$ cat src/verilog/hbm_defines.vh
// Constants for the hardware break matcher of break channel one
// Functional notes
// - Address condition met only when observed address equals compare address.
// - General address compare watches data access and program fetch cycles.
// - Fetch address compare watches the address only in program fetch cycles.
// - Fetch match breaks before execution if option set, else after execution.
// - With fetch address compare, only the satisfaction count still applies.
// - X and Y bus compare addresses are held and compared as word addresses.
// - Address and data compares have per-bit masks; masked bits always match.
// - Data matches when value and access size both equal: byte, word, longword.
// - Data condition never met during program fetch cycles.
// - X and Y bus data compare values are word-wide quantities.
// - At most one data condition; configurations with more are refused.
// - Direction qualifier restricts match to read cycles or to write cycles.
// - Cycle type is one of execution, DMA, or none meaning all cycles.
// - Satisfaction count combines with any address, data, direction, cycle qualifier.
// - Count occurrences; full condition met when count reaches value 1 to 4095.
// - When break conditions are satisfied, program execution is halted.
// - Sequential mode: channel two condition first, then channel one, breaks.
// - Observed data bus is 32 bits; byte and word compares pick lanes.
`ifndef HBM_DEFINES_VH
`define HBM_DEFINES_VH

// Register offsets
`define HBM_ADDR_CTRL 4'h0
`define HBM_ADDR_ADDR_CMP 4'h1
`define HBM_ADDR_ADDR_MASK 4'h2
`define HBM_ADDR_XY_CMP 4'h3
`define HBM_ADDR_XY_MASK 4'h4
`define HBM_ADDR_DATA_CMP 4'h5
`define HBM_ADDR_DATA_MASK 4'h6
`define HBM_ADDR_COUNT 4'h7
`define HBM_ADDR_STATUS 4'h8

// Control register fields
`define HBM_CTL_ENABLE 0
`define HBM_CTL_ASEL_LO 1
`define HBM_CTL_ASEL_HI 3
`define HBM_CTL_BEFORE 4
`define HBM_CTL_DSEL_LO 5
`define HBM_CTL_DSEL_HI 10
`define HBM_CTL_DIR_LO 11
`define HBM_CTL_DIR_HI 12
`define HBM_CTL_CTYP_LO 13
`define HBM_CTL_CTYP_HI 14
`define HBM_CTL_SEQ 15
`define HBM_CTL_WIDTH 16

// Address select codes
`define HBM_ASEL_NONE 3'h0
`define HBM_ASEL_GEN 3'h1
`define HBM_ASEL_FETCH 3'h2
`define HBM_ASEL_X 3'h3
`define HBM_ASEL_Y 3'h4

// Data select one-hot bits: byte, word, long, x, y, spare
`define HBM_DSEL_BYTE 0
`define HBM_DSEL_WORD 1
`define HBM_DSEL_LONG 2
`define HBM_DSEL_X 3
`define HBM_DSEL_Y 4

// Direction codes
`define HBM_DIR_ANY 2'h0
`define HBM_DIR_READ 2'h1
`define HBM_DIR_WRITE 2'h2

// Cycle type codes
`define HBM_CTYP_ALL 2'h0
`define HBM_CTYP_EXEC 2'h1
`define HBM_CTYP_DMA 2'h2

// Access size codes on the core bus
`define HBM_SIZE_BYTE 2'h0
`define HBM_SIZE_WORD 2'h1
`define HBM_SIZE_LONG 2'h2

// Count range and reset values
`define HBM_COUNT_MIN 12'h001
`define HBM_COUNT_RESET 12'h001
`define HBM_CTRL_RESET 16'h0000

`endif

$ cat src/verilog/hbm_break_matcher.v
// Hardware break matcher for break channel one
`include "hbm_defines.vh"
`timescale 1ns/10ps
`default_nettype none
module hbm_break_matcher #(
    parameter AW = 32,
    parameter DW = 32,
    parameter XYW = 16,
    parameter CW = 12
) (
    // Clock, reset, enable
    input wire sys_clk,
    input wire rst,
    input wire clk_en,
    // Register port
    input wire [3:0] reg_addr,
    input wire [31:0] reg_wdata,
    input wire reg_wr,
    input wire reg_rd,
    output reg [31:0] reg_rdata,
    // Main core bus
    input wire bus_valid,
    input wire [AW-1:0] bus_addr,
    input wire [DW-1:0] bus_data,
    input wire [1:0] bus_size,
    input wire bus_write,
    input wire bus_fetch,
    input wire bus_dma,
    // Fetched instruction completes execution
    input wire insn_exec_done,
    // X and Y buses
    input wire x_valid,
    input wire [XYW-1:0] x_addr,
    input wire [XYW-1:0] x_data,
    input wire x_write,
    input wire y_valid,
    input wire [XYW-1:0] y_addr,
    input wire [XYW-1:0] y_data,
    input wire y_write,
    // Channel two condition, for sequential mode
    input wire ch2_hit,
    // Break outputs
    output reg break_req,
    output reg break_before
);
    // Configuration registers
    reg [`HBM_CTL_WIDTH-1:0] ctrl_reg;
    reg [AW-1:0] addr_cmp_reg;
    reg [AW-1:0] addr_mask_reg;
    reg [XYW-1:0] xy_cmp_reg;
    reg [XYW-1:0] xy_mask_reg;
    reg [DW-1:0] data_cmp_reg;
    reg [DW-1:0] data_mask_reg;
    reg [CW-1:0] count_cfg_reg;
    // State
    reg [CW-1:0] occur_reg;
    reg [CW-1:0] occur_next;
    reg refused_reg;
    reg pend_after_reg;
    reg hit_sticky_reg;

    // Control fields
    wire [2:0] asel = ctrl_reg[`HBM_CTL_ASEL_HI:`HBM_CTL_ASEL_LO];
    wire [5:0] dsel = ctrl_reg[`HBM_CTL_DSEL_HI:`HBM_CTL_DSEL_LO];
    wire [1:0] dir = ctrl_reg[`HBM_CTL_DIR_HI:`HBM_CTL_DIR_LO];
    wire [1:0] ctyp = ctrl_reg[`HBM_CTL_CTYP_HI:`HBM_CTL_CTYP_LO];
    wire enable = ctrl_reg[`HBM_CTL_ENABLE];
    wire seq_mode = ctrl_reg[`HBM_CTL_SEQ];
    wire fetch_mode = (asel == `HBM_ASEL_FETCH);
    wire use_xy_addr = (asel == `HBM_ASEL_X) || (asel == `HBM_ASEL_Y);
    wire use_xy_data = dsel[`HBM_DSEL_X] | dsel[`HBM_DSEL_Y];
    // Y bus when either address or data select names it
    wire xy_use_y = (asel == `HBM_ASEL_Y) || dsel[`HBM_DSEL_Y];
    wire xy_valid_sel = xy_use_y ? y_valid : x_valid;
    wire xy_write_sel = xy_use_y ? y_write : x_write;
    wire [XYW-1:0] xy_addr_sel = xy_use_y ? y_addr : x_addr;
    wire [XYW-1:0] xy_data_sel = xy_use_y ? y_data : x_data;

    // More than one data condition selected
    wire [5:0] dsel_low = reg_wdata[`HBM_CTL_DSEL_HI:`HBM_CTL_DSEL_LO];
    wire dsel_multi = |(dsel_low & (dsel_low - 6'h01));

    // Masked compares
    wire addr_eq;
    wire xy_addr_eq;
    wire data_word_eq;
    wire xy_data_eq;
    reg [DW-1:0] lane_data;
    reg [DW-1:0] lane_cmp;
    reg [DW-1:0] lane_mask;

    // One comparator each for main bus address and data, one each for the shared X or Y address and data
    hbm_masked_cmp #(.WIDTH(AW)) u_addr_cmp (
        .value(bus_addr),
        .compare(addr_cmp_reg),
        .mask(addr_mask_reg),
        .match(addr_eq)
    );
    hbm_masked_cmp #(.WIDTH(XYW)) u_xy_addr_cmp (
        .value(xy_addr_sel),
        .compare(xy_cmp_reg),
        .mask(xy_mask_reg),
        .match(xy_addr_eq)
    );
    hbm_masked_cmp #(.WIDTH(DW)) u_data_cmp (
        .value(lane_data),
        .compare(lane_cmp),
        .mask(lane_mask),
        .match(data_word_eq)
    );
    hbm_masked_cmp #(.WIDTH(XYW)) u_xy_data_cmp (
        .value(xy_data_sel),
        .compare(data_cmp_reg[XYW-1:0]),
        .mask(data_mask_reg[XYW-1:0]),
        .match(xy_data_eq)
    );

    // Lane select by low address bits, big-endian 32-bit bus
    always @* begin
        lane_data = bus_data;
        lane_cmp = data_cmp_reg;
        lane_mask = data_mask_reg;
        // Other lanes are masked out
        if (dsel[`HBM_DSEL_BYTE]) begin
            lane_cmp = {4{data_cmp_reg[7:0]}};
            case (bus_addr[1:0])
                2'h0: lane_mask = {8'h00, 24'hffffff} | {data_mask_reg[7:0], 24'h000000};
                2'h1: lane_mask = {8'hff, 8'h00, 16'hffff} | {8'h00, data_mask_reg[7:0], 16'h0000};
                2'h2: lane_mask = {16'hffff, 8'h00, 8'hff} | {16'h0000, data_mask_reg[7:0], 8'h00};
                default: lane_mask = {24'hffffff, 8'h00} | {24'h000000, data_mask_reg[7:0]};
            endcase
        end else if (dsel[`HBM_DSEL_WORD]) begin
            lane_cmp = {2{data_cmp_reg[15:0]}};
            if (bus_addr[1]) begin
                lane_mask = {16'hffff, data_mask_reg[15:0]};
            end else begin
                lane_mask = {data_mask_reg[15:0], 16'hffff};
            end
        end
    end

    // Qualifier terms for the main bus
    reg main_hit;
    reg xy_hit;
    reg size_ok;
    reg dir_ok;
    reg ctyp_ok;
    always @* begin
        // Size, direction and cycle type
        size_ok = 1'b1;
        if (dsel[`HBM_DSEL_BYTE]) size_ok = (bus_size == `HBM_SIZE_BYTE);
        if (dsel[`HBM_DSEL_WORD]) size_ok = (bus_size == `HBM_SIZE_WORD);
        if (dsel[`HBM_DSEL_LONG]) size_ok = (bus_size == `HBM_SIZE_LONG);
        dir_ok = (dir == `HBM_DIR_ANY) ||
                 ((dir == `HBM_DIR_READ) && !bus_write) ||
                 ((dir == `HBM_DIR_WRITE) && bus_write);
        case (ctyp)
            `HBM_CTYP_EXEC: ctyp_ok = !bus_dma && !bus_fetch;
            `HBM_CTYP_DMA: ctyp_ok = bus_dma;
            default: ctyp_ok = 1'b1;
        endcase
        // Main bus occurrence
        if (fetch_mode) begin
            // Only the fetch address counts here
            main_hit = bus_valid && bus_fetch && addr_eq;
        end else begin
            main_hit = bus_valid && !use_xy_addr && !use_xy_data && dir_ok && ctyp_ok &&
                       ((asel != `HBM_ASEL_GEN) || addr_eq) &&
                       (!(|dsel[2:0]) || (size_ok && data_word_eq && !bus_fetch));
        end
        // X or Y bus occurrence, word-wide address and data
        xy_hit = (use_xy_addr || use_xy_data) && !fetch_mode && xy_valid_sel &&
                 (!use_xy_addr || xy_addr_eq) &&
                 (!use_xy_data || xy_data_eq) &&
                 ((dir == `HBM_DIR_ANY) ||
                  ((dir == `HBM_DIR_READ) && !xy_write_sel) ||
                  ((dir == `HBM_DIR_WRITE) && xy_write_sel));
    end

    // Sequential mode gate
    wire seq_armed;
    wire occurrence = enable && !refused_reg && (main_hit || xy_hit) && (!seq_mode || seq_armed);
    wire cfg_write = reg_wr && (reg_addr <= `HBM_ADDR_COUNT);
    wire reached = occurrence && (occur_reg + 12'h001 >= count_cfg_reg);
    wire before_opt = ctrl_reg[`HBM_CTL_BEFORE];

    // Arms on channel two, clears on break or configuration register write
    hbm_seq_tracker u_seq (
        .sys_clk(sys_clk),
        .rst(rst),
        .clk_en(clk_en),
        .clear(break_req || cfg_write),
        .ch2_hit(ch2_hit && enable && seq_mode),
        .armed_reg(seq_armed)
    );

    // Occurrence counter next value
    always @* begin
        occur_next = occur_reg;
        if (cfg_write || break_req) begin
            occur_next = {CW{1'b0}};
        end else if (reached) begin
            occur_next = {CW{1'b0}};
        end else if (occurrence) begin
            occur_next = occur_reg + 12'h001;
        end
    end

    // Registers, counter and break generation
    always @(posedge sys_clk) begin
        if (rst) begin
            // Reset values
            ctrl_reg <= `HBM_CTRL_RESET;
            addr_cmp_reg <= {AW{1'b0}};
            addr_mask_reg <= {AW{1'b0}};
            xy_cmp_reg <= {XYW{1'b0}};
            xy_mask_reg <= {XYW{1'b0}};
            data_cmp_reg <= {DW{1'b0}};
            data_mask_reg <= {DW{1'b0}};
            count_cfg_reg <= `HBM_COUNT_RESET;
            occur_reg <= {CW{1'b0}};
            refused_reg <= 1'b0;
            pend_after_reg <= 1'b0;
            hit_sticky_reg <= 1'b0;
            break_req <= 1'b0;
            break_before <= 1'b0;
        end else if (clk_en) begin
            // Counter step; break pulses end
            occur_reg <= occur_next;
            break_req <= 1'b0;
            break_before <= 1'b0;
            // Software writes
            if (reg_wr) begin
                case (reg_addr)
                    `HBM_ADDR_CTRL: begin
                        if (dsel_multi) begin
                            refused_reg <= 1'b1;
                        end else begin
                            ctrl_reg <= reg_wdata[`HBM_CTL_WIDTH-1:0];
                            refused_reg <= 1'b0;
                        end
                    end
                    `HBM_ADDR_ADDR_CMP: addr_cmp_reg <= reg_wdata[AW-1:0];
                    `HBM_ADDR_ADDR_MASK: addr_mask_reg <= reg_wdata[AW-1:0];
                    `HBM_ADDR_XY_CMP: xy_cmp_reg <= reg_wdata[XYW-1:0];
                    `HBM_ADDR_XY_MASK: xy_mask_reg <= reg_wdata[XYW-1:0];
                    `HBM_ADDR_DATA_CMP: data_cmp_reg <= reg_wdata[DW-1:0];
                    `HBM_ADDR_DATA_MASK: data_mask_reg <= reg_wdata[DW-1:0];
                    `HBM_ADDR_COUNT: begin
                        if (reg_wdata[CW-1:0] != {CW{1'b0}}) begin
                            count_cfg_reg <= reg_wdata[CW-1:0];
                        end
                    end
                    `HBM_ADDR_STATUS: hit_sticky_reg <= 1'b0;
                    default: ;
                endcase
            end
            // Break decision
            if (cfg_write) begin
                pend_after_reg <= 1'b0;
            end else if (reached && fetch_mode && !before_opt) begin
                pend_after_reg <= 1'b1;
            end else if (reached) begin
                break_req <= 1'b1;
                break_before <= fetch_mode;
                hit_sticky_reg <= 1'b1;
            end else if (pend_after_reg && insn_exec_done) begin
                pend_after_reg <= 1'b0;
                break_req <= 1'b1;
                hit_sticky_reg <= 1'b1;
            end
        end
    end

    // Read data, one cycle after the strobe
    always @(posedge sys_clk) begin
        if (rst) begin
            reg_rdata <= 32'h00000000;
        end else if (clk_en) begin
            // Zero unless a read was strobed
            reg_rdata <= 32'h00000000;
            if (reg_rd) begin
                // Index picks the source
                case (reg_addr)
                    `HBM_ADDR_CTRL: reg_rdata <= {{(32-`HBM_CTL_WIDTH){1'b0}}, ctrl_reg};
                    `HBM_ADDR_ADDR_CMP: reg_rdata <= addr_cmp_reg;
                    `HBM_ADDR_ADDR_MASK: reg_rdata <= addr_mask_reg;
                    `HBM_ADDR_XY_CMP: reg_rdata <= {16'h0000, xy_cmp_reg};
                    `HBM_ADDR_XY_MASK: reg_rdata <= {16'h0000, xy_mask_reg};
                    `HBM_ADDR_DATA_CMP: reg_rdata <= data_cmp_reg;
                    `HBM_ADDR_DATA_MASK: reg_rdata <= data_mask_reg;
                    `HBM_ADDR_COUNT: reg_rdata <= {20'h00000, count_cfg_reg};
                    `HBM_ADDR_STATUS: reg_rdata <= {13'h0000, occur_reg, 3'h0, pend_after_reg,
                                                   seq_armed, refused_reg, hit_sticky_reg};
                    default: reg_rdata <= 32'h00000000;
                endcase
            end
        end
    end
endmodule
`default_nettype wire

$ cat src/verilog/hbm_masked_cmp.v
// Masked equality comparator used for address and data compares
`timescale 1ns/10ps
`default_nettype none
module hbm_masked_cmp #(
    parameter WIDTH = 32
) (
    // Operands
    input wire [WIDTH-1:0] value,
    input wire [WIDTH-1:0] compare,
    input wire [WIDTH-1:0] mask,
    // Result
    output wire match
);
    // Set mask bits always match
    assign match = &((~(value ^ compare)) | mask);
endmodule
`default_nettype wire

$ cat src/verilog/hbm_seq_tracker.v
// Sequential break tracker: channel two must precede channel one
`timescale 1ns/10ps
`default_nettype none
module hbm_seq_tracker (
    // Clock and reset
    input wire sys_clk,
    input wire rst,
    input wire clk_en,
    // Control
    input wire clear,
    input wire ch2_hit,
    // State
    output reg armed_reg
);
    // Arm on channel two hit, drop on clear
    always @(posedge sys_clk) begin
        if (rst) begin
            armed_reg <= 1'b0;
        end else if (clk_en) begin
            if (ch2_hit) begin
                armed_reg <= 1'b1;
            end else if (clear) begin
                armed_reg <= 1'b0;
            end
        end
    end
endmodule
`default_nettype wire

$ cat config.mk
export PLATFORM = sky130hd
export DESIGN_NAME = hbm_break_matcher
export DESIGN_NICKNAME = d
export VERILOG_FILES = /design/src/verilog/hbm_break_matcher.v /design/src/verilog/hbm_masked_cmp.v /design/src/verilog/hbm_seq_tracker.v
export VERILOG_INCLUDE_DIRS = /design/src /design/src/verilog
export SDC_FILE = /design/constraint.sdc
export NUM_CORES = 1
export LEC_CHECK = 0
export BUFFER_PORTS_ARGS = -buffer_cell sky130_fd_sc_hd__buf_4
export CORE_MARGIN = 10
export CORE_UTILIZATION = 43
export CTS_CLUSTER_DIAMETER = 30
export DETAILED_ROUTE_END_ITERATION = 8
export GPL_TIMING_DRIVEN = 0
export PLACE_DENSITY = 0.66
export SETUP_SLACK_MARGIN = 0.02
export SYNTH_ARGS = -nofsm -noshare
export SYNTH_HDL_FRONTEND = slang
export SYNTH_SLANG_ARGS = --single-unit
$ cat constraint.sdc
create_clock -name sys_clk -period 3.6 [get_ports sys_clk]
set_input_delay 0.72 -clock sys_clk [delete_from_list [all_inputs] [get_ports sys_clk]]
set_output_delay 0.72 -clock sys_clk [all_outputs]
set_load 0.005 [all_outputs]
==> impl_metrics.toml, run 1 <==
[yosys]
ys_top_cells_by_area = "dfxtp_1 (34%), nand2_1 (10%), a21oi_1 (8.3%), mux2i_1 (4.9%), xnor2_1 (4.2%)"
synth_top_family_by_area = "simple AND/OR/NAND/NOR gates"
synth.avg_cell_area_sq_um = 7.68
synthFlopType = "dfxtp_1"
yosys.area_share.simple = 0.248
async_flop_share = 0
syn-num-nets = 2027
synthCells = 1825
synth_edf_count = 0
synth-compound-area-share = 0.235
muxShareOfSynthArea = 0.0512
synth_area_sq_um = 14000
yosys.area.top_type = "dfxtp_1"
synth.top_cell.area_share = 0.340
synth-seq-area-share = 0.340
yosys_warnings = 0
synth_fa_ha_area_frac = 0.0202
synth_cell_types = 77
ys_seq_elements = 238
yosys.area_share.xor_xnor = 0.0481

[drt]
first_pass_iters = 6
num_vias = 15667
drt_iter0_markers = 1975
drt-wirelength-per-cell_um = 25.8
drc = 0
ant_nets = 0
via_per_inst = 6.12
wl_um = 66200

[sta]
slew_viol_final = 0
fmax_ghz = 0.286
setup_viol = 0
timing.final.ws_setup_ps = 102
slew_headroom = 0.120
holdWs_ps = 465
min_period_ps = 3500
worst_pin_slew_ps = 1310
finClkSkew_ps = 12.6
hold_violations = 0
finalCritPeriodShare = 0.972

[clocking]
cts_root_buf = "clkbuf_16"
clock_sinks = 238
clock_latency_ps = 550
htree_levels = 2
cts_max_path_buffers = 3
cts_buffers = 45
cts_tree = "yes"
cts.clk_slew.worst_paths_ps = 50

[power]
swShare = 0.250
seq_power_share = 0.344
power_density_nw_per_um2 = 429
power_frac_comb = 0.083
clkPwrFrac = 0.573
leakage_nw = 6.26
power.total_mw = 7.79
peakVddDrop_uv = 301
internal_power_mw = 5.84
p_sw_mw = 1.95

[critical_path]
worstReg2RegEnd = "occur_reg[5]"
worstReg2RegStart = "ctrl_reg[2]"
cp.arrival_ps = 3960
critPathMaxFanout = 10
critical_path_buf_inv_count = 3
max_stage_delay_ps = 490
worst-r2r-cell-count = 13
cp_num_cells = 13
cp-endpoint = "occur_reg[5]"
crit_chain = "clkbuf_2, clkbuf_2, or4bb_1, o211ai_1, mux2i_1, o2111ai_2, nor4_4, o221ai_2, o31ai_4, o21ai_4, or2_1, buf_6, o221ai_2"
rrSetupSlack_ps = 100
required_ps = 4060
critPathLaunch = "ctrl_reg[2]"
start_kind = "register"
path_class = "register to register"
cp-end-kind = "register"
cp_top_family = "simple AND/OR/NAND/NOR gates"
critPathSlowestCell = "or4bb_1"

[floorplanning]
die_w_um = 200
pin_count = 215
die_area_sq_um = 40200
core-area_sq_um = 32400
rows = 66
initial_core_util = 0.433
die_y_um = 200

[global_route]
grt_max_degree = 14
antenna_found_initial = 1
grt_pass1_wl_um = 97200
track_usage = 0.311
grt_overflow_total = 0
grt_pass1_vias = 15075

[place]
placed_cell_area_sq_um = 16100
place_congestion = 1.03
port_buffers = 197
post-place-ws_ps = -1110
hpwl_um = 50100

[final_layout]
area.growth.synth_to_final_pct = 29.6
layout.nets = 2286
stdcell_area_sq_um = 18100
fin_util = 0.561
final_common_cell = "nand2_1"
final_cell_mix = "nand2_1 (386), a21oi_1 (233), dfxtp_1 (233), buf_4 (223), nor2_1 (111)"
fillers = 3032
final_layout_size_suffix_gt1_frac = 0.185

[job]
max_cap_viol_count = 0

[min_path]
hold_path_class = "input port to register"

[run_status]
status = "complete, no violations"
## cell type report
cell class              count  area (sq um)  area share
multi-input cells        1401          8730       0.481
flip-flops and latches    238          4780       0.263
repair buffers            219          1650      0.0910
clock buffers              58          1260      0.0697
plain buffers             144           678      0.0374
well taps                 442           553      0.0305
clock inverters            24           359      0.0198
inverters                  35           134     0.00738
diodes                      1          2.50    0.000138
## timing repair
item	in CTS	in global routing
pin swaps	12	21
buffers inserted	10	10
endpoints found under the setup margin	16	16
hold buffers	0	0
gates resized for setup	27	55
## per-layer routing
metal	track usage	vias to the layer above	part of all wire
met5	0	-	0
met4	0.153	0	0.055
met3	0.0629	219	0.11
met2	0.475	1002	0.43
met1	0.411	7418	0.40
li1	-	7028	-
## cells in the mapped netlist, types with 5 or more instances
master and number:
nor2_1 111, xnor2_1 67, o2111ai_1 9, nor3b_1 12, o211ai_1 39, nor3_1 28, nand4_1 7, clkbuf_1 118
o22ai_1 29, nand2_1 386, o21ai_0 23, nand2b_1 41, nor4_1 16, ha_1 21, a22oi_1 61, nand4bb_1 31
buf_1 5, a222oi_1 12, buf_6 8, a21oi_1 233, a31oi_1 17, mux2i_1 69, inv_1 33, buf_4 6
a221oi_1 16, buf_2 14, a22o_1 13, nor2b_1 30, nand3_1 17, or3_1 11, o221ai_2 5, dfxtp_1 238
o21a_1 10, xor2_1 10
## power groups by stage
stage | Sequential [mW] | Combinational, mW | Clock [mW]
after floorplan | 2.72 | 0.272 | 0
after global placement | 2.73 | 0.602 | 0
after detailed placement | 2.73 | 0.608 | 0
after CTS | 2.68 | 0.619 | 4.46
after global routing | 2.68 | 0.676 | 4.59
final | 2.68 | 0.649 | 4.46
## worst register-to-register path: cells and delay by family (launching register included)
kind / cells / cell delay, ps
AO/OA/AOI/OAI: 6 / 1060
buffers and inverters: 3 / 550
AND/OR/NAND/NOR: 3 / 1210
multiplexers: 1 / 280
flip-flops: 1 / 310
## through the flow
stage | std cells | TNS, ps
floorplan | 1825 | 0
global placement | 2464 | -27450
detailed placement | 2466 | -17530
CTS | 2556 | 0
global route | 2561 | -7.02
finish | 2562 | 0
## how the worst min path moves through the flow
| stage | from | cells past startpoint | endpoint |
|---|---|---|---|
| 2_1_floorplan | data_cmp_reg[17] | 2 | data_cmp_reg[17] |
| 3_3_place_gp | addr_mask_reg[26] | 2 | addr_mask_reg[26] |
| 3_5_place_dp | addr_mask_reg[29] | 2 | addr_mask_reg[29] |
| 4_1_cts | reg_wdata[25] | 3 | addr_mask_reg[25] |
| 5_1_grt | reg_wdata[20] | 3 | data_mask_reg[20] |
| 6_report | reg_wdata[25] | 3 | data_cmp_reg[25] |
## kinds of logic after synthesis
family          Yosys count
buf+inv                 186
flops                   238
simple gates            721
compound gates          509
fa+ha+maj                23
mux                      71
xor+xnor                 77
(Power assumes the default switching activity.)
==> run 2, diff against run 1 <==
--- a/config.mk
+++ b/config.mk
@@ -6,13 +6,14 @@
 export SDC_FILE = /design/constraint.sdc
 export NUM_CORES = 1
 export LEC_CHECK = 0
+export ABC_CLOCK_PERIOD_IN_PS = 3600
 export BUFFER_PORTS_ARGS = -buffer_cell sky130_fd_sc_hd__buf_4
 export CORE_MARGIN = 10
 export CORE_UTILIZATION = 43
 export CTS_CLUSTER_DIAMETER = 30
 export DETAILED_ROUTE_END_ITERATION = 8
 export GPL_TIMING_DRIVEN = 0
-export PLACE_DENSITY = 0.66
+export PLACE_DENSITY = 0.65
 export SETUP_SLACK_MARGIN = 0.02
 export SYNTH_ARGS = -nofsm -noshare
 export SYNTH_HDL_FRONTEND = slang
==> impl_metrics.toml, run 2 (synthesis gave the netlist of run 1 again) <==
[clocking]
cts_buffers = 43
htree_levels = 2
cts_tree = "yes"
clock_sinks = 238
clock_latency_ps = 550
cts.clk_slew.worst_paths_ps = 60
cts_root_buf = "clkbuf_16"
cts_max_path_buffers = 3

[drt]
first_pass_iters = 8
drt-wirelength-per-cell_um = 26.4
num_vias = 15710
ant_nets = 0
wl_um = 67200
via_per_inst = 6.17
drc = 0
drt_iter0_markers = 1865

[min_path]
hold_end = "addr_mask_reg[25]"
min_path_cells = 3
hold_path_class = "input port to register"
hp-start = "reg_wdata[25]"

[critical_path]
critical_path_buf_inv_count = 2
path_class = "register to register"
max_stage_delay_ps = 510
start_kind = "register"
cp.arrival_ps = 3960
critPathSlowestCell = "or4bb_1"
cp_top_family = "compound AO/OA/AOI/OAI gates"
worst-r2r-cell-count = 12
worstReg2RegEnd = "occur_reg[1]"
critPathMaxFanout = 10
cp-end-kind = "register"
crit_chain = "clkbuf_2, or4bb_1, o211ai_1, mux2i_1, o2111ai_1, nor4_4, o221ai_1, o31ai_4, o21ai_4, a21oi_4, buf_2, o22ai_1"
required_ps = 4010
worstReg2RegStart = "ctrl_reg[3]"
rrSetupSlack_ps = 50

[job]
max_cap_viol_count = 0

[final_layout]
final_common_cell = "nand2_1"
area.growth.synth_to_final_pct = 28.3
final_layout_size_suffix_gt1_frac = 0.178
final_cell_mix = "nand2_1 (386), dfxtp_1 (233), a21oi_1 (230), buf_4 (213)"
final_cell_count_no_fill = 2548
layout.nets = 2273

[sta]
slew_viol_final = 0
worst_pin_slew_ps = 1440
timing.final.ws_setup_ps = 47.1
slew_headroom = 0.0286
hold_violations = 0
setup_viol = 0
min_period_ps = 3550
finalCritPeriodShare = 0.987
fmax_ghz = 0.281
finClkSkew_ps = 23.3

[power]
power_density_nw_per_um2 = 422
leakage_nw = 6.17
peakVddDrop_uv = 481

[floorplanning]
die_w_um = 200
pin_count = 215
rows = 66
core-area_sq_um = 32400
initial_core_util = 0.433
die_y_um = 200
die_area_sq_um = 40200

[global_route]
grt_pass1_vias = 15015
grt_overflow_total = 0
track_usage = 0.315
antenna_found_initial = 2
grt_pass1_wl_um = 97300
grt_max_degree = 13

[place]
place_congestion = 0.997
dp.cells = 2466
hpwl_um = 51100
post-place-ws_ps = -1090
port_buffers = 197

[run_status]
status = "complete, no violations"
==> run 2: cell type report <==
cell class	count	area, sq um
timing repair buffer	212	1610
antenna	1	2.50
clock inverter	22	335
fill	3062	14400
sequential	238	4780
multi-input combinational	1401	8710
tap	442	553
inverter	35	131
buffer	140	671
clock buffer	57	1190
==> run 2: worst register-to-register path: stages, from the launching register on <==
cell and delay [ps]:
dfxtp_1 390, clkbuf_2 250, or4bb_1 510, o211ai_1 270, mux2i_1 250, o2111ai_1 230
nor4_4 410, o221ai_1 260, o31ai_4 140, o21ai_4 160, a21oi_4 270, buf_2 200
o22ai_1 90
==> run 2: report_power, final <==
| part | leakage [nW] | internal (mW) | switching, mW | total (mW) |
|---|---|---|---|---|
| logic | 3.52 | 0.255 | 0.399 | 0.654 |
| clock network | 0.732 | 2.78 | 1.46 | 4.24 |
| registers | 1.92 | 2.65 | 0.0255 | 2.68 |
| total | 6.17 | 5.69 | 1.89 | 7.58 |
==> run 2: metrics by stage <==
step / power, mW / hold WS, ps / utilization / area [sq um] / setup TNS, ps
after global placement: 3.33 / 459 / 0.495 / 16000 / -30750
final: 7.58 / 467 / 0.555 / 18000 / 0
after detailed placement: 3.34 / 468 / 0.497 / 16100 / -16870
after CTS: 7.54 / 460 / 0.549 / 17800 / 0
after floorplan: 2.99 / 444 / - / 14000 / 0
after global routing: 7.72 / 469 / 0.555 / 18000 / -6.71
==> run 2: worst max path at each step <==
stage | start | to | slack [ps] | cells past startpoint
after floorplan | bus_addr[1] | occur_reg[7] | 70 | 16
after global placement | bus_addr[1] | occur_reg[6] | -1020 | 17
after detailed placement | bus_addr[1] | occur_reg[6] | -1090 | 17
after CTS | occur_reg[1] | hit_sticky_reg | 40 | 17
after global routing | occur_reg[0] | occur_reg[7] | -7 | 17
final | ctrl_reg[3] | occur_reg[1] | 50 | 12
==> run 2: layer usage <==
metal | wire, um | global-route usage | up-vias | part of all wire
li1 | - | - | 7006 | -
met1 | 27400 | 0.413 | 7524 | 0.41
met2 | 29700 | 0.490 | 987 | 0.44
met3 | 7120 | 0.0700 | 193 | 0.11
met4 | 3030 | 0.131 | 0 | 0.045
met5 | 0 | 0 | - | 0
==> run 2: what timing repair did <==
action	4_1_cts	5_1_grt
setup buffers	9	3
hold buffers	0	0
gates cloned	0	1
gates resized for setup	24	54
pin swaps	10	13
hold endpoints to repair	0	0
endpoints found under the setup margin	16	16
==> run 3, diff against run 2 <==
--- a/config.mk
+++ b/config.mk
@@ -7,7 +7,7 @@
 export NUM_CORES = 1
 export LEC_CHECK = 0
 export ABC_CLOCK_PERIOD_IN_PS = 3600
-export BUFFER_PORTS_ARGS = -buffer_cell sky130_fd_sc_hd__buf_4
+export BUFFER_PORTS_ARGS = -buffer_cell sky130_fd_sc_hd__buf_2
 export CORE_MARGIN = 10
 export CORE_UTILIZATION = 43
 export CTS_CLUSTER_DIAMETER = 30
==> impl_metrics.toml, run 3 (synthesis gave the netlist of run 1 again) <==
[run_status]
status = "complete, no violations"

[clocking]
cts.clk_slew.worst_paths_ps = 50
cts_max_path_buffers = 3
cts_tree = "yes"
htree_levels = 2
cts_root_buf = "clkbuf_16"
cts_buffers = 47
clock_sinks = 238
hold_buffers = 0
clock_latency_ps = 540

[final_layout]
area.growth.synth_to_final_pct = 25.4
final_layout_size_suffix_gt1_frac = 0.181
fin_util = 0.542
layout.nets = 2283
stdcell_area_sq_um = 17600
n_antenna_cell = 0
final_cell_mix = "nand2_1 (386), dfxtp_1 (234), a21oi_1 (233), buf_2 (209), nor2_1 (111)"
final_common_cell = "nand2_1"
fillers = 3084

[floorplanning]
pin_count = 215
die_y_um = 200
core-area_sq_um = 32400
rows = 66
initial_core_util = 0.433
die_w_um = 200
die_area_sq_um = 40200

[global_route]
grt_max_degree = 13
track_usage = 0.311
grt_pass1_wl_um = 96500
antenna_found_initial = 0
grt_pass1_vias = 14627
grt_overflow_total = 0

[job]
max_cap_viol_count = 0

[drt]
drt-wirelength-per-cell_um = 26.0
drc = 0
wl_um = 66600
drt_iter0_markers = 2056
ant_nets = 0
first_pass_iters = 7
num_vias = 15714
via_per_inst = 6.14

[critical_path]
path_class = "register to register"
cp-end-kind = "register"
crit_chain = "clkbuf_1, o22ai_1, or4_1, and2_1, nor4_1, a41oi_2, o31ai_4, o21ai_4, or2_1, buf_6, o221ai_2"
cp.arrival_ps = 3980
cp_top_family = "simple AND/OR/NAND/NOR gates"
start_kind = "register"
critPathMaxFanout = 9
critPathSlowestCell = "or4_1"
max_stage_delay_ps = 640
critical_path_buf_inv_count = 2
required_ps = 4060

[power]
swShare = 0.251
power.total_mw = 7.68
peakVddDrop_uv = 365
p_sw_mw = 1.93
clkPwrFrac = 0.573
power_frac_comb = 0.078
internal_power_mw = 5.76
leakage_nw = 6.09
seq_power_share = 0.349
power_density_nw_per_um2 = 438

[min_path]
hold_path_class = "register to register"

[place]
placed_cell_area_sq_um = 15600
place_congestion = 0.976
post-place-ws_ps = -1110
hpwl_um = 50600
port_buffers = 197

[sta]
hold_violations = 0
timing.final.ws_setup_ps = 75.1
worst_pin_slew_ps = 1290
finalCritPeriodShare = 0.979
slew_headroom = 0.131
slew_viol_final = 0
fmax_ghz = 0.284
min_period_ps = 3520
finalSetupTns_ps = 0
finClkSkew_ps = 14.8
setup_viol = 0
[run 3: changes by cell type in the layout (fill, tap and decap cells not counted), sizes merged]
cell,change
clkinv,+4
clkinvlp,+4
buf,+3
clkbuf,+2
bufinv,-1
diode,-1
[run 3: timing repair]
item                                    CTS  global route
gates resized for setup                  29            47
endpoints found under the setup margin   16            16
gates cloned                              1             0
pin swaps                                11            13
hold endpoints to repair                  0             0
buffers inserted                          5             7
[run 3: power groups by stage]
stage	Sequential [mW]	Clock, mW	Combinational [mW]
2_1_floorplan	2.72	0	0.272
3_3_place_gp	2.73	0	0.553
5_1_grt	2.68	4.52	0.626
4_1_cts	2.68	4.40	0.575
6_report	2.68	4.40	0.603
3_5_place_dp	2.73	0	0.559
[run 3: final cells by class]
class	instances	area (sq um)	area share
multi-input cells	1401	8700	0.495
clock inverters	29	324	0.0185
inverters	35	131	0.00748
flip-flops and latches	238	4780	0.272
clock buffers	56	1280	0.0729
well taps	442	553	0.0315
repair buffers	212	1110	0.0635
plain buffers	146	681	0.0388
[run 3: metal layers]
metal | share of wire | track usage | vias up | wire length (um)
li1 | - | - | 7027 | -
met1 | 0.40 | 0.410 | 7471 | 26600
met2 | 0.44 | 0.487 | 1032 | 29300
met3 | 0.11 | 0.0615 | 184 | 7510
met4 | 0.048 | 0.132 | 0 | 3210
met5 | 0 | 0 | - | 0
[run 3: through the flow]
step / hold WS [ps] / cells
floorplan: 444 / 1825
global placement: 463 / 2464
detailed placement: 465 / 2466
CTS: 472 / 2555
global route: 485 / 2559
finish: 474 / 2559
[run 3: worst paths after layout]
path | start | end | slack [ps] | depth (start not counted)
max reg2reg | data_mask_reg[5] | occur_reg[5] | 80 | 11
min | addr_mask_reg[16] | addr_mask_reg[16] | 470 | 2
max | data_mask_reg[5] | occur_reg[5] | 80 | 11
min reg2reg | addr_mask_reg[16] | addr_mask_reg[16] | 470 | 2
[run 3: tightest hold or removal path, stage by stage, from the launching register on]
cell and delay (ps):
dfxtp_1 320, nand2_1 60, a21oi_1 50
